**src/rtl/pfp_pkg.sv**
```systemverilog
package pfp_pkg;
    // ****************************************
    // Register map
    // ****************************************
    localparam logic [7:0] ADDR_PROT_CFG = 8'h00;
    localparam logic [7:0] ADDR_PROP_CFG = 8'h02;
    localparam logic [7:0] ADDR_INTLV = 8'h04;
    localparam logic [7:0] ADDR_DUTY_LIM = 8'h06;
    localparam logic [7:0] ADDR_STATUS = 8'h08;
    localparam logic [7:0] ADDR_OFF_STYLE = 8'h0A;
    localparam logic [7:0] PROT_CFG_RST = 8'h43;
    localparam logic [7:0] PROP_CFG_RST = 8'h3F;
    localparam logic [7:0] PROP_CFG_MASK = 8'h3F;
    localparam logic [7:0] INTLV_RST = 8'h00;
    localparam logic [7:0] DUTY_LIM_RST = 8'hC0;
    localparam logic [7:0] OFF_STYLE_RST = 8'h00;
    // ****************************************
    // Field positions
    // ****************************************
    // Fault index doubles as bit position in config and status
    localparam int FB_OV = 1;
    localparam int FB_UV = 2;
    localparam int FB_OC = 3;
    localparam int FB_OT = 4;
    localparam int FB_TR = 5;
    localparam int FB_TW = 6;
    localparam int FB_PG = 0;
    localparam int TRACK_EN_BIT = 7;
    localparam int PHS_LSB = 6;
    localparam int STY_OT_CRIT = 0;
    localparam int STY_UV_CRIT = 1;
    localparam int STY_OV_EMERG = 2;
    // ****************************************
    // Timing
    // ****************************************
    localparam int CORE_MHZ = 100;
    localparam int SYNC_KHZ = 500;
    localparam int SYNC_PER_CYC = CORE_MHZ * 1000 / SYNC_KHZ;
    localparam int LOCK_TOL_CYC = 8;
    localparam int RETRY_MS = 130;
    localparam int RETRY_TICKS = RETRY_MS * SYNC_KHZ;
    // Fault-line codes, MSB first, one bit per sync period, 1 = released
    localparam logic [3:0] OK_PAT_SEQ = 4'h0;
    localparam logic [3:0] OK_PAT_CRIT = 4'h4;
    localparam logic [3:0] OK_PAT_EMERG = 4'h5;

    typedef enum logic [1:0] {
        OFF_SEQ = 2'h0,
        OFF_CRIT = 2'h1,
        OFF_EMERG = 2'h2
    } pfp_off_t;

    typedef enum logic [5:0] {
        ST_OFF = 6'h01,
        ST_RAMP = 6'h02,
        ST_RUN = 6'h04,
        ST_SEQ_OFF = 6'h08,
        ST_RETRY = 6'h10,
        ST_LATCHED = 6'h20
    } pfp_state_t;

    typedef struct packed {
        logic sync_clock_line;
        logic group_ok;
        logic vin_ok;
        logic turn_on;
        logic ramp_up_done;
        logic ramp_down_done;
        logic steady;
        logic above_prebias;
        logic overvoltage_error;
        logic undervoltage_fault;
        logic overcurrent_fault;
        logic overtemp_fault;
        logic tracking_fault;
        logic temp_warning;
        logic output_good;
    } pfp_pins_t;

    typedef struct packed {
        logic wr;
        logic rd;
        logic [7:0] addr;
        logic [7:0] wdata;
    } pfp_reg_req_t;
endpackage

```
**src/rtl/pfp_pin_sync.sv**
```systemverilog
`timescale 1ns/10ps
module pfp_pin_sync (
    input wire logic i_core_clk,
    input wire logic i_arst_n,
    input wire pfp_pkg::pfp_pins_t i_pins,
    output pfp_pkg::pfp_pins_t o_pins
);
    import pfp_pkg::*;

    typedef struct packed {
        pfp_pins_t meta;
        pfp_pins_t safe;
    } pfp_sync_st_t;

    pfp_sync_st_t s_r;
    pfp_sync_st_t s_nxt;

    always_comb begin
        s_nxt.meta = i_pins;
        s_nxt.safe = s_r.meta;
    end

    always_ff @(posedge i_core_clk or negedge i_arst_n) begin
        if (!i_arst_n) begin
            s_r <= '0;
        end else begin
            s_r <= s_nxt;
        end
    end

    assign o_pins = s_r.safe;
endmodule

```
**src/rtl/pfp_top.sv**
```systemverilog
// Notes on behaviour
// - Non-latching fault: retry start-up every 130 ms until cause clears.
// - Retry interval is fixed, but counted from ramp-down end after a sequenced turn-off.
// - Undervoltage may shut down sequenced, honouring delay and slew.
// - Non-propagating fault turns off only this device; line stays released.
// - Propagating fault pulls group line low; peers then turn off.
// - On a peer's code, perform the same turn-off type as signalled.
// - Line carries one of three codes, decoded from sync and line samples.
// - Group line changes only on a sync falling edge.
// - Overtemp while input OK, undervoltage in steady state; sequenced or critical.
// - Overcurrent, overvoltage after prebias; fast; OV may be emergency.
// - Tracking only in ramp-up, critical, can be disabled; warnings report.
// - Lock to the 500 kHz sync line; switching starts at falling edge.
// - Interleave delay measured from sync falling edge to PWM start.
// - Interleave lag is field value times 22.5 degrees.
// - Phase count codes 0..3 enable 1..4 phases; code 1 is 0 and 2.
// - Frequency select 0 is 500 kHz; reserved 1 is never applied.
// - Unused interleave register bit reads back zero.
// - Applied duty never exceeds the duty-limit register.
// - Latching fault stays off until cleared status or on/input cycled.
// - Emergency: high side off, low side on; critical: both off.
// - Per-fault propagate enable permits driving the group line.
`timescale 1ns/10ps
module pfp_top #(
    parameter int RETRY_TICKS_P = pfp_pkg::RETRY_TICKS
) (
    input wire logic i_core_clk,
    input wire logic i_arst_n,
    input wire pfp_pkg::pfp_pins_t i_pins,
    input wire pfp_pkg::pfp_reg_req_t i_reg,
    input wire logic [7:0] i_duty_cmd,
    output logic [7:0] o_reg_rdata,
    output logic o_reg_rvalid,
    output logic o_ok_o,
    output logic o_ok_oe,
    output logic [3:0] o_pwm_hs,
    output logic [3:0] o_pwm_ls,
    output logic o_ramp_up_req,
    output logic o_ramp_down_req,
    output logic o_pll_locked
);
    import pfp_pkg::*;

    typedef struct packed {
        logic sd_d;
        logic [7:0] per_cnt;
        logic [7:0] period;
        logic locked;
        logic [7:0] prot_cfg;
        logic [7:0] prop_cfg;
        logic [7:0] intlv;
        logic [7:0] duty_lim;
        logic [7:0] status;
        logic [7:0] off_style;
        logic [7:0] rdata;
        logic rvalid;
        pfp_state_t st;
        pfp_off_t off_type;
        logic [2:0] cause;
        logic latch;
        logic to_off;
        logic [16:0] retry_cnt;
        logic tx_act;
        logic [3:0] tx_sh;
        logic ok_oe;
        logic rx_busy;
        logic [1:0] rx_cnt;
        logic [1:0] rx_hi;
        logic [3:0] hs;
        logic [3:0] ls;
    } pfp_st_t;

    pfp_st_t s_r;
    pfp_st_t s_nxt;
    pfp_pins_t p;

    pfp_pin_sync u_sync (
        .i_core_clk(i_core_clk),
        .i_arst_n(i_arst_n),
        .i_pins(i_pins),
        .o_pins(p)
    );

    // ****************************************
    // Helpers
    // ****************************************
    function automatic logic [7:0] lag_pt(input logic [7:0] per,
                                          input logic [3:0] step);
        logic [11:0] prod;
        prod = per * step;
        return prod[11:4];
    endfunction
    function automatic logic [7:0] since(input logic [7:0] c,
                                         input logic [7:0] s,
                                         input logic [7:0] per);
        logic [7:0] d;
        d = (c >= s) ? 8'(c - s) : 8'(c + per - s);
        return d;
    endfunction
    logic sd_fall;
    logic sd_rise;
    logic [5:0] det;
    logic [5:0] raw;
    logic [2:0] fidx;
    pfp_off_t ftype;
    logic any_fault;
    logic [7:0] duty;
    logic [7:0] on_cnt;
    logic [15:0] on_prod;
    logic [3:0] ph_en;
    logic pwm_on;
    logic [1:0] rx_type;
    always_comb begin
        s_nxt = s_r;
        sd_fall = s_r.sd_d & ~p.sync_clock_line;
        sd_rise = ~s_r.sd_d & p.sync_clock_line;
        s_nxt.sd_d = p.sync_clock_line;
        pwm_on = 1'b0;
        rx_type = 2'h0;
        // ****************************************
        // Sync-line lock and PWM period counter
        // ****************************************
        if (sd_fall) begin
            s_nxt.per_cnt = 8'h00;
            s_nxt.period = 8'(s_r.per_cnt + 8'h01);
            s_nxt.locked =
                (32'(s_r.per_cnt) + 1 >= SYNC_PER_CYC - LOCK_TOL_CYC) &&
                (32'(s_r.per_cnt) + 1 <= SYNC_PER_CYC + LOCK_TOL_CYC);
        end else if (s_r.per_cnt != 8'hFF) begin
            s_nxt.per_cnt = 8'(s_r.per_cnt + 8'h01);
        end else begin
            s_nxt.locked = 1'b0;
        end

        // ****************************************
        // Fault qualification
        // ****************************************
        raw = '0;
        raw[FB_OV] = p.overvoltage_error;
        raw[FB_UV] = p.undervoltage_fault;
        raw[FB_OC] = p.overcurrent_fault;
        raw[FB_OT] = p.overtemp_fault;
        raw[FB_TR] = p.tracking_fault;
        det = '0;
        det[FB_OT] = raw[FB_OT] & p.vin_ok;
        det[FB_UV] = raw[FB_UV] & p.steady & (s_r.st == ST_RUN);
        det[FB_OV] = raw[FB_OV] & p.above_prebias;
        det[FB_OC] = raw[FB_OC] & p.above_prebias;
        det[FB_TR] = raw[FB_TR] & (s_r.st == ST_RAMP) &
            s_r.prot_cfg[TRACK_EN_BIT];

        // Fast faults first, then tracking, then overtemp, undervoltage last
        fidx = 3'(FB_UV);
        ftype = s_r.off_style[STY_UV_CRIT] ? OFF_CRIT : OFF_SEQ;
        if (det[FB_OV]) begin
            fidx = 3'(FB_OV);
            ftype = s_r.off_style[STY_OV_EMERG] ? OFF_EMERG : OFF_CRIT;
        end else if (det[FB_OC]) begin
            fidx = 3'(FB_OC);
            ftype = OFF_CRIT;
        end else if (det[FB_TR]) begin
            fidx = 3'(FB_TR);
            ftype = OFF_CRIT;
        end else if (det[FB_OT]) begin
            fidx = 3'(FB_OT);
            ftype = s_r.off_style[STY_OT_CRIT] ? OFF_CRIT : OFF_SEQ;
        end
        any_fault = |det[5:1];
        // ****************************************
        // Fault-line receiver, sampled at sync rising edges
        // ****************************************
        if (s_r.rx_busy) begin
            if (sd_rise) begin
                s_nxt.rx_hi = 2'(s_r.rx_hi + {1'b0, p.group_ok});
                s_nxt.rx_cnt = 2'(s_r.rx_cnt + 2'h1);
                if (s_r.rx_cnt == 2'h2) begin
                    s_nxt.rx_busy = 1'b0;
                end
            end
        end else if (sd_rise && !p.group_ok && !s_r.tx_act &&
                     (s_r.st == ST_RAMP || s_r.st == ST_RUN)) begin
            s_nxt.rx_busy = 1'b1;
            s_nxt.rx_cnt = 2'h0;
            s_nxt.rx_hi = 2'h0;
        end

        // ****************************************
        // Register port
        // ****************************************
        s_nxt.rvalid = i_reg.rd;
        if (i_reg.rd) begin
            case (i_reg.addr)
                ADDR_PROT_CFG: s_nxt.rdata = s_r.prot_cfg;
                ADDR_PROP_CFG: s_nxt.rdata = s_r.prop_cfg;
                ADDR_INTLV: s_nxt.rdata = s_r.intlv;
                ADDR_DUTY_LIM: s_nxt.rdata = s_r.duty_lim;
                ADDR_STATUS: s_nxt.rdata = s_r.status;
                ADDR_OFF_STYLE: s_nxt.rdata = s_r.off_style;
                default: s_nxt.rdata = 8'h00;
            endcase
        end
        if (i_reg.wr) begin
            case (i_reg.addr)
                ADDR_PROT_CFG: s_nxt.prot_cfg = i_reg.wdata;
                ADDR_PROP_CFG:
                    s_nxt.prop_cfg = i_reg.wdata & PROP_CFG_MASK;
                ADDR_INTLV: s_nxt.intlv = {i_reg.wdata[7:6], 2'b00,
                    i_reg.wdata[3:0]};
                ADDR_DUTY_LIM: s_nxt.duty_lim = i_reg.wdata;
                ADDR_STATUS: s_nxt.status = s_r.status & ~i_reg.wdata;
                ADDR_OFF_STYLE: s_nxt.off_style = i_reg.wdata;
                default: ;
            endcase
        end
        // Hardware set wins over a same-cycle clear
        s_nxt.status = s_nxt.status | {1'b0, p.temp_warning, det[5:1],
            p.steady & ~p.output_good};
        // ****************************************
        // Sequencer
        // ****************************************
        if (sd_fall && s_r.retry_cnt != 17'h1_FFFF) begin
            s_nxt.retry_cnt = 17'(s_r.retry_cnt + 17'h0_0001);
        end
        case (s_r.st)
            ST_OFF: begin
                s_nxt.tx_act = 1'b0;
                if (p.turn_on && p.vin_ok && s_r.locked && p.group_ok) begin
                    s_nxt.st = ST_RAMP;
                end
            end
            ST_RAMP, ST_RUN: begin
                if (s_r.st == ST_RAMP && p.ramp_up_done) begin
                    s_nxt.st = ST_RUN;
                end
                if (any_fault) begin
                    s_nxt.cause = fidx;
                    s_nxt.latch = s_r.prot_cfg[fidx];
                    s_nxt.off_type = ftype;
                    s_nxt.to_off = 1'b0;
                    s_nxt.retry_cnt = '0;
                    s_nxt.rx_busy = 1'b0;
                    // Disabled propagation keeps peers running
                    s_nxt.tx_act = s_r.prop_cfg[fidx];
                    case (ftype)
                        OFF_CRIT: s_nxt.tx_sh = OK_PAT_CRIT;
                        OFF_EMERG: s_nxt.tx_sh = OK_PAT_EMERG;
                        default: s_nxt.tx_sh = OK_PAT_SEQ;
                    endcase
                    s_nxt.st = (ftype == OFF_SEQ) ? ST_SEQ_OFF :
                        (s_r.prot_cfg[fidx] ? ST_LATCHED : ST_RETRY);
                end else if (s_r.rx_busy && !s_nxt.rx_busy) begin
                    rx_type = s_nxt.rx_hi;
                    s_nxt.cause = 3'h0;
                    s_nxt.latch = 1'b0;
                    s_nxt.to_off = 1'b0;
                    s_nxt.retry_cnt = '0;
                    s_nxt.off_type = (rx_type == 2'h0) ? OFF_SEQ :
                        (rx_type == 2'h1) ? OFF_CRIT : OFF_EMERG;
                    s_nxt.st = (rx_type == 2'h0) ? ST_SEQ_OFF : ST_RETRY;
                end else if (!p.turn_on) begin
                    s_nxt.off_type = OFF_SEQ;
                    s_nxt.to_off = 1'b1;
                    s_nxt.st = ST_SEQ_OFF;
                end
            end
            ST_SEQ_OFF: begin
                if (p.ramp_down_done) begin
                    s_nxt.retry_cnt = '0;
                    s_nxt.st = s_r.to_off ? ST_OFF :
                        (s_r.latch ? ST_LATCHED : ST_RETRY);
                end
            end
            ST_RETRY: begin
                // Interval counted from the fault, or from ramp_down_done after a sequenced turn-off
                if (sd_fall &&
                    s_r.retry_cnt >= 17'(RETRY_TICKS_P - 1)) begin
                    if ((p.group_ok || s_r.tx_act) && p.turn_on) begin
                        s_nxt.tx_act = 1'b0;
                        s_nxt.st = ST_RAMP;
                    end else begin
                        s_nxt.retry_cnt = '0;
                    end
                end
            end
            ST_LATCHED: begin
                if (!p.turn_on) begin
                    s_nxt.st = ST_OFF;
                end else if (s_r.retry_cnt >= 17'(RETRY_TICKS_P - 1) &&
                             !raw[s_r.cause] && !s_r.status[s_r.cause]) begin
                    s_nxt.st = ST_OFF;
                end
            end
            default: s_nxt.st = ST_OFF;
        endcase
        if (!p.vin_ok) begin
            s_nxt.st = ST_OFF;
        end
        // ****************************************
        // Open-drain fault line driver
        // ****************************************
        if (sd_fall) begin
            s_nxt.ok_oe = s_nxt.tx_act & ~s_nxt.tx_sh[3];
            if (s_nxt.tx_act) begin
                s_nxt.tx_sh = {s_nxt.tx_sh[2:0], 1'b0};
            end
        end

        // ****************************************
        // PWM with interleave and duty limit
        // ****************************************
        case (s_r.intlv[PHS_LSB+:2])
            2'h0: ph_en = 4'b0001;
            2'h1: ph_en = 4'b0101;
            2'h2: ph_en = 4'b0111;
            default: ph_en = 4'b1111;
        endcase
        duty = (i_duty_cmd > s_r.duty_lim) ? s_r.duty_lim :
            i_duty_cmd;
        on_prod = s_r.period * duty;
        on_cnt = on_prod[15:8];
        pwm_on = s_r.locked && (s_r.st == ST_RAMP || s_r.st == ST_RUN ||
            s_r.st == ST_SEQ_OFF);
        for (int k = 0; k < 4; k++) begin
            s_nxt.hs[k] = pwm_on && ph_en[k] &&
                since(s_nxt.per_cnt, lag_pt(s_r.period,
                4'(s_r.intlv[3:0] + 4'(4 * k))), s_r.period) <
                on_cnt;
            s_nxt.ls[k] = ph_en[k] && (pwm_on ? !s_nxt.hs[k] :
                (s_nxt.st != ST_OFF && s_r.off_type == OFF_EMERG));
        end
        if (!pwm_on) begin
            s_nxt.hs = 4'h0;
        end
    end
    always_ff @(posedge i_core_clk or negedge i_arst_n) begin
        if (!i_arst_n) begin
            s_r <= '0;
            s_r.st <= ST_OFF;
            s_r.off_type <= OFF_SEQ;
            s_r.prot_cfg <= PROT_CFG_RST;
            s_r.prop_cfg <= PROP_CFG_RST;
            s_r.intlv <= INTLV_RST;
            s_r.duty_lim <= DUTY_LIM_RST;
            s_r.off_style <= OFF_STYLE_RST;
        end else begin
            s_r <= s_nxt;
        end
    end
    always_comb begin
        o_reg_rdata = s_r.rdata;
        o_reg_rvalid = s_r.rvalid;
        o_ok_o = 1'b0;
        o_ok_oe = s_r.ok_oe;
        o_pwm_hs = s_r.hs;
        o_pwm_ls = s_r.ls;
        o_ramp_up_req = (s_r.st == ST_RAMP) || (s_r.st == ST_RUN);
        o_ramp_down_req = (s_r.st == ST_SEQ_OFF);
        o_pll_locked = s_r.locked;
    end
endmodule

```
**config.mk**
```make
export PLATFORM = sky130hd
export DESIGN_NAME = pfp_top
export DESIGN_NICKNAME = d
export VERILOG_FILES = /design/src/rtl/pfp_pkg.sv /design/src/rtl/pfp_pin_sync.sv /design/src/rtl/pfp_top.sv
export SDC_FILE = /design/constraint.sdc
export NUM_CORES = 1
export LEC_CHECK = 0
export BUFFER_PORTS_ARGS = -buffer_cell sky130_fd_sc_hd__clkbuf_2
export CORE_MARGIN = 1
export CORE_UTILIZATION = 51
export DETAILED_ROUTE_END_ITERATION = 12
export PLACE_DENSITY = 0.74
export SKIP_LAST_GASP = 1
export SLEW_MARGIN = 20
export SYNTH_ARGS = -nofsm -noshare
export SYNTH_HDL_FRONTEND = slang
export SYNTH_SLANG_ARGS = --single-unit
export TNS_END_PERCENT = 100
```
**constraint.sdc**
```tcl
create_clock -name i_core_clk -period 20.3 [get_ports i_core_clk]
set_input_delay 0 -clock i_core_clk [delete_from_list [all_inputs] [get_ports i_core_clk]]
set_output_delay 0 -clock i_core_clk [all_outputs]
set_load 0.005 [all_outputs]
```
## Word level (Yosys, flattened, before mapping)

Index checks and enable logic that the tools add are counted.
Widths: inputs -> output; s select.

| cells by class | value |
|---|---|
| add/subtract/negate cells | 17 |
| multiply operators | 5 |
| div/mod/pow operators | 0 |
| $lt $le $gt $ge | 14 |
| equal/unequal tests | 24 |
| shift-type cells | 0 |
| muxes and demuxes | 79 |
| bitwise logic cells | 18 |
| reduce and logical (&&, ||, !) cells | 56 |

Operator list:

| operator | count |
|---|---|
| $mux 8 | 11 |
| $mux 6 | 12 |
| $mux 17 | 4 |
| $sub 8x8->8 | 8 |
| $pmux 17 s3 | 1 |
| $mul 8x4->12 | 4 |
| $pmux 8 s6 | 1 |
| $ge 32x8->1 const B | 1 |
| $ge 8x8->1 | 4 |
| $lt 8x8->1 | 4 |
| $mux 30 | 1 |
| $mux 5 | 6 |
| $pmux 6 s5 | 1 |
| $logic_and 1x1->1 | 28 |
| $mux 1 | 21 |
| $mux 18 | 1 |
| $add 17x1->17 const B | 1 |
| $ge 17x16->1 const B | 1 |
| $ne 17x17->1 const B | 1 |
| $eq 8x3->1 const B | 2 |
| $eq 8x4->1 const B | 2 |
| $mul 8x8->16 | 1 |
| $mux 16 | 1 |
| $mux 4 | 4 |
| 43 further kinds | 92 |

| word-level totals | value |
|---|---|
| register bits | 150 |
| bits in latches | 0 |
| RAM bits | 0 |
| memory bits (read-only) | 0 |
| bits of input ports | 43 |
| output and inout port bits | 22 |
| logic and storage cells | 269 |
| memories kept | 0 |

## Depth between registers and ports, before layout

| logic depth | value |
|---|---|
| word-level depth | 18 |
| depth in mapped cells | 34 |
| gate-level depth less buffers | 34 |

## Modules after synthesis

Synthesis repeated with hierarchy kept, for this count alone.

| second synthesis, totals | value |
|---|---|
| cell total of the unflattened synthesis | 1,715 |
| area, all modules | 15,625.0 µm² |

By module, submodules not included:

| module | times used | cells an instance | area an instance (µm²) | seq. area each (µm²) |
|---|---|---|---|---|
| pfp_top | 1 | 1,685 | 14,874.3 | 3,017.9 |
| pfp_pin_sync | 1 | 30 | 750.7 | 750.7 |

## Worst setup path after synthesis

Ideal clock, no wire load.

| timing | value |
|---|---|
| path type | register to register |
| from | register s_r[81] in the netlist's numbering |
| to | register s_r, in the netlist o_pwm_ls[3] |
| library setup time | 0.120 ns |
| data arrival time | 7.784 ns |
| data required time | 20.180 ns |
| path slack | 12.396 ns |
| cell stages (with the launch flop) | 33 |
| buffers on the path | 1 |
| clock period less this slack | 7.904 ns |
| cells stage by stage | dfstp_2 inv_1 ha_1 nand4_1 nor2_1 nor2_1 nor2_2 clkbuf_1 nor2_1 a21oi_1 nand2b_1 fa_1 fa_1 inv_1 fa_1 inv_1 fa_1 inv_1 ha_1 a21o_2 a21oi_1 a21boi_0 o21a_1 o21a_1 or2_2 ha_1 a21o_1 a21oi_1 o21ai_2 a211o_1 maj3_2 maj3_2 o211a_1 |

RTL lines:

| item | line | source |
|---|---|---|
| from (decl) | pfp_top.sv:73 | `pfp_st_t s_r;` |
| from (signal assigned) | pfp_top.sv:346 | `s_r <= s_nxt;` |

==> impl_metrics.py <==
metrics = {
    "timing": {
        "period_needed_ns": 8.91,
        "slew_viol_final": 0,
        "finalSetupTns_ns": 0,
        "grt_setup_unrepaired": "false",
        "clock.fmax_mhz": 112,
        "setup_viol": 0,
        "skew_ns": 0.00935,
        "slew_headroom_pct": 30.1,
        "worst_pin_slew_ns": 1.04,
        "finalHoldViolCount": 0,
        "post-route-period-util_pct": 43.9,
        "setup_ws_ns": 11.39,
    },
    "synth": {
        "async_flop_share_pct": 100,
        "yosysUniqueCellTypes": 91,
        "ys_ff_latch": 150,
        "ys.flop_type": "dfrtp_1",
        "yosysSeqAreaShare_pct": 24.2,
        "avgSynthCellArea_sq_um": 9.07,
        "yosys_warnings": 0,
        "synthCells": 1718,
        "synth.net_count": 2033,
        "synth_area_sq_um": 15600,
        "synth_edf_count": 0,
    },
    "global_route": {
        "grt_max_degree": 86,
        "grt_pass1_vias": 12900,
        "grt_pass1_wl_mm": 65.4,
        "grtUsageTotal_pct": 26.5,
        "antenna_found_initial": 0,
        "grt_overflow_total": 0,
    },
    "critical_path": {
        "critical-path-slowest-cell": "fa_1",
        "cp_common_cell": "nor2_1",
        "worst_setup_path_start_kind": "flop",
        "worstPathRequired_ns": 20.60,
        "critPathTopFamily": "adder cells",
        "endpoint_kind": "flop",
        "crit_type": "reg -> reg",
        "max_stage_delay_ns": 0.56,
        "cp_num_buf_inv": 4,
        "cp_max_fo": 16,
        "arrival_ns": 9.20,
    },
    "detailed_routing": {
        "route.detailed.wl_per_inst_um": 18.5,
        "route.detailed.drc": 0,
        "antenna_left": 0,
        "dr.pass1.iters": 7,
        "drt_iter0_drc": 984,
        "routed_via_density": 5.92,
        "routed_wl_mm": 40.3,
        "via_count": 12900,
    },
    "pwr": {
        "sw_frac_of_total_pct": 46.4,
        "ir_drop_v": 0.000109,
        "power.switching_uw": 1010,
        "p_total_uw": 2180,
        "p_per_area_nw_per_um2": 129,
        "p_seq_share_pct": 16.5,
        "power.leakage_uw": 0.00831,
        "p_int_uw": 1170,
        "p_clk_share_pct": 13.4,
        "p_comb_share_pct": 70.2,
    },
    "floorplan": {
        "die_h_um": 177,
        "dieArea_sq_um": 31200,
        "core_sq_um": 29900,
        "pin_count": 65,
        "start_util_pct": 52.1,
        "num_rows": 63,
        "die_w_um": 177,
    },
    "clock_network": {
        "cts_setup_buffers": 0,
        "cts.htree.levels": 4,
        "ctsResizeCount": 0,
        "clockRootBuffer": "clkbuf_16",
        "path_clk_slew_ns": 0.07,
        "cts-hold-fix-buffers": 24,
        "numCtsBuffers": 17,
        "cts_tree": "done",
        "cts_max_path_buffers": 2,
        "clkLatencyLatePin_ns": 0.41,
        "clock_sink_count": 150,
    },
    "place": {
        "gp_congestion": 0.915,
        "hpwl_mm": 31.4,
        "io_buffers": 63,
        "dpl_worst_slack_ns": 11.52,
    },
    "min_path": {
        "hold_class": "in -> reg",
    },
    "status": {
        "outcome": "finished clean",
    },
    "finish": {
        "utilization_pct": 56.7,
        "final_layout_size_suffix_gt1_share_pct": 10.2,
        "synthToLayoutAreaGrowth_pct": 8.71,
        "insertedDiodeCount": 0,
        "fin_nets": 2089,
    },
    "run": {
        "maxCapViolCount": 0,
    },
}
-- final timing paths --
check | startpoint | endpoint | slack, ns | cells past startpoint
max | s_r[81]$_DFFE_PN1P_ | o_pwm_ls[3]$_DFF_PN0_ | 11.39 | 31
min | i_reg[0] | s_r[58]$_DFFE_PN0P_ | 0.04 | 2
max reg2reg | s_r[81]$_DFFE_PN1P_ | o_pwm_ls[3]$_DFF_PN0_ | 11.39 | 31
max in group asynchronous | i_arst_n | s_r[39]$_DFFE_PN0P_ | 18.96 | 3
min in group asynchronous | i_arst_n | s_r[72]$_DFF_PN0_ | 0.13 | 2
min reg2reg | u_sync.s_nxt[8]$_DFF_PN0_ | u_sync.o_pins[8]$_DFF_PN0_ | 0.35 | 0
-- final cells by class --
cell class	count	area, sq um
Tap cell	390	488
Clock inverter	14	116
Inverter	146	548
Timing Repair Buffer	91	596
Fill cell	2625	12900
Clock buffer	18	429
Sequential cell	150	3770
Multi-Input combinational cell	1368	11000
-- power by group through the flow --
stage / clock [uW] / combinational [uW] / sequential [uW]
finish: 291 / 1530 / 359
global route: 311 / 1710 / 361
CTS: 296 / 1510 / 357
detailed placement: 0 / 1490 / 362
global placement: 0 / 1460 / 361
floorplan: 0 / 1200 / 340
-- logic make-up after synthesis --
family	share of synthesized area [%]
buffers and inverters	5.27
adders and majority gates	26.3
other	0.0241
muxes	3.86
AOI/OAI and AO/OA	16.0
and+or+nand+nor	18.4
xor gates and xnor gates	5.98
DFF	24.2
-- layer usage --
metal / vias to the layer above / GRT usage [%] / wire length [um]
li1: 6095 / - / -
met1: 6274 / 33.8 / 16700
met2: 435 / 45.9 / 20000
met3: 91 / 2.84 / 2220
met4: 0 / 10.2 / 1380
met5: - / 0 / 0
-- flip-flops by register name, summed over array words and instances (netlist names) --
signal / cells
o_ok_oe: 1
o_pll_locked: 1
o_pwm_hs: 4
o_pwm_ls: 4
o_reg_rdata: 8
o_reg_rvalid: 1
s_r: 101
u_sync.o_pins: 15
u_sync.s_nxt: 15
-- placed cells by master (no fill, tap or decap), types with 8 or more instances in the layout --
cell type and n:
a211oi_1 11, a21o_1 35, a21oi_1 96, a22oi_1 14
a31oi_1 11, and2_1 36, clkbuf_16 17, clkbuf_2 62
dfrtp_1 138, dfstp_2 12, dlygate4sd3_1 24, fa_1 88
ha_1 184, inv_1 146, mux2_2 40, mux2i_1 15
nand2_1 139, nand2b_1 37, nand3_1 38, nand4_1 19
nor2_1 131, nor2b_1 84, nor3_1 26, o211ai_1 9
o21a_1 26, o21ai_0 64, o21bai_1 9, o22ai_1 10
o31ai_1 8, or2_2 10, or3_1 8, xnor2_1 48
xor2_1 52
-- cells in the mapped netlist, types with 26 or more instances --
library cell	count	area, sq um
nand2_1	139	522
a21o_1	35	263
a21oi_1	96	480
dfrtp_1	138	3450
xnor2_1	48	420
nor3_1	26	130
o21ai_0	64	320
nor2_1	131	492
inv_1	146	548
ha_1	184	2300
nand3_1	38	190
clkbuf_1	31	116
nand2b_1	37	231
o21a_1	26	195
and2_1	36	225
nor2b_1	84	526
xor2_1	52	455
mux2_2	40	450
fa_1	88	1760
-- per-stage QoR --
| stage | std cells | instance area, sq um | hold WS [ns] |
|---|---|---|---|
| after global placement | 2121 | 16100 | 0.0241 |
| after global routing | 2177 | 16900 | 0.0472 |
| final | 2177 | 16900 | 0.0372 |
| after CTS | 2177 | 16900 | 0.00675 |
| after detailed placement | 2121 | 16100 | 0.0344 |
| after floorplan | 1718 | 15600 | -0.296 |
Power figures use the tool's default switching activity.
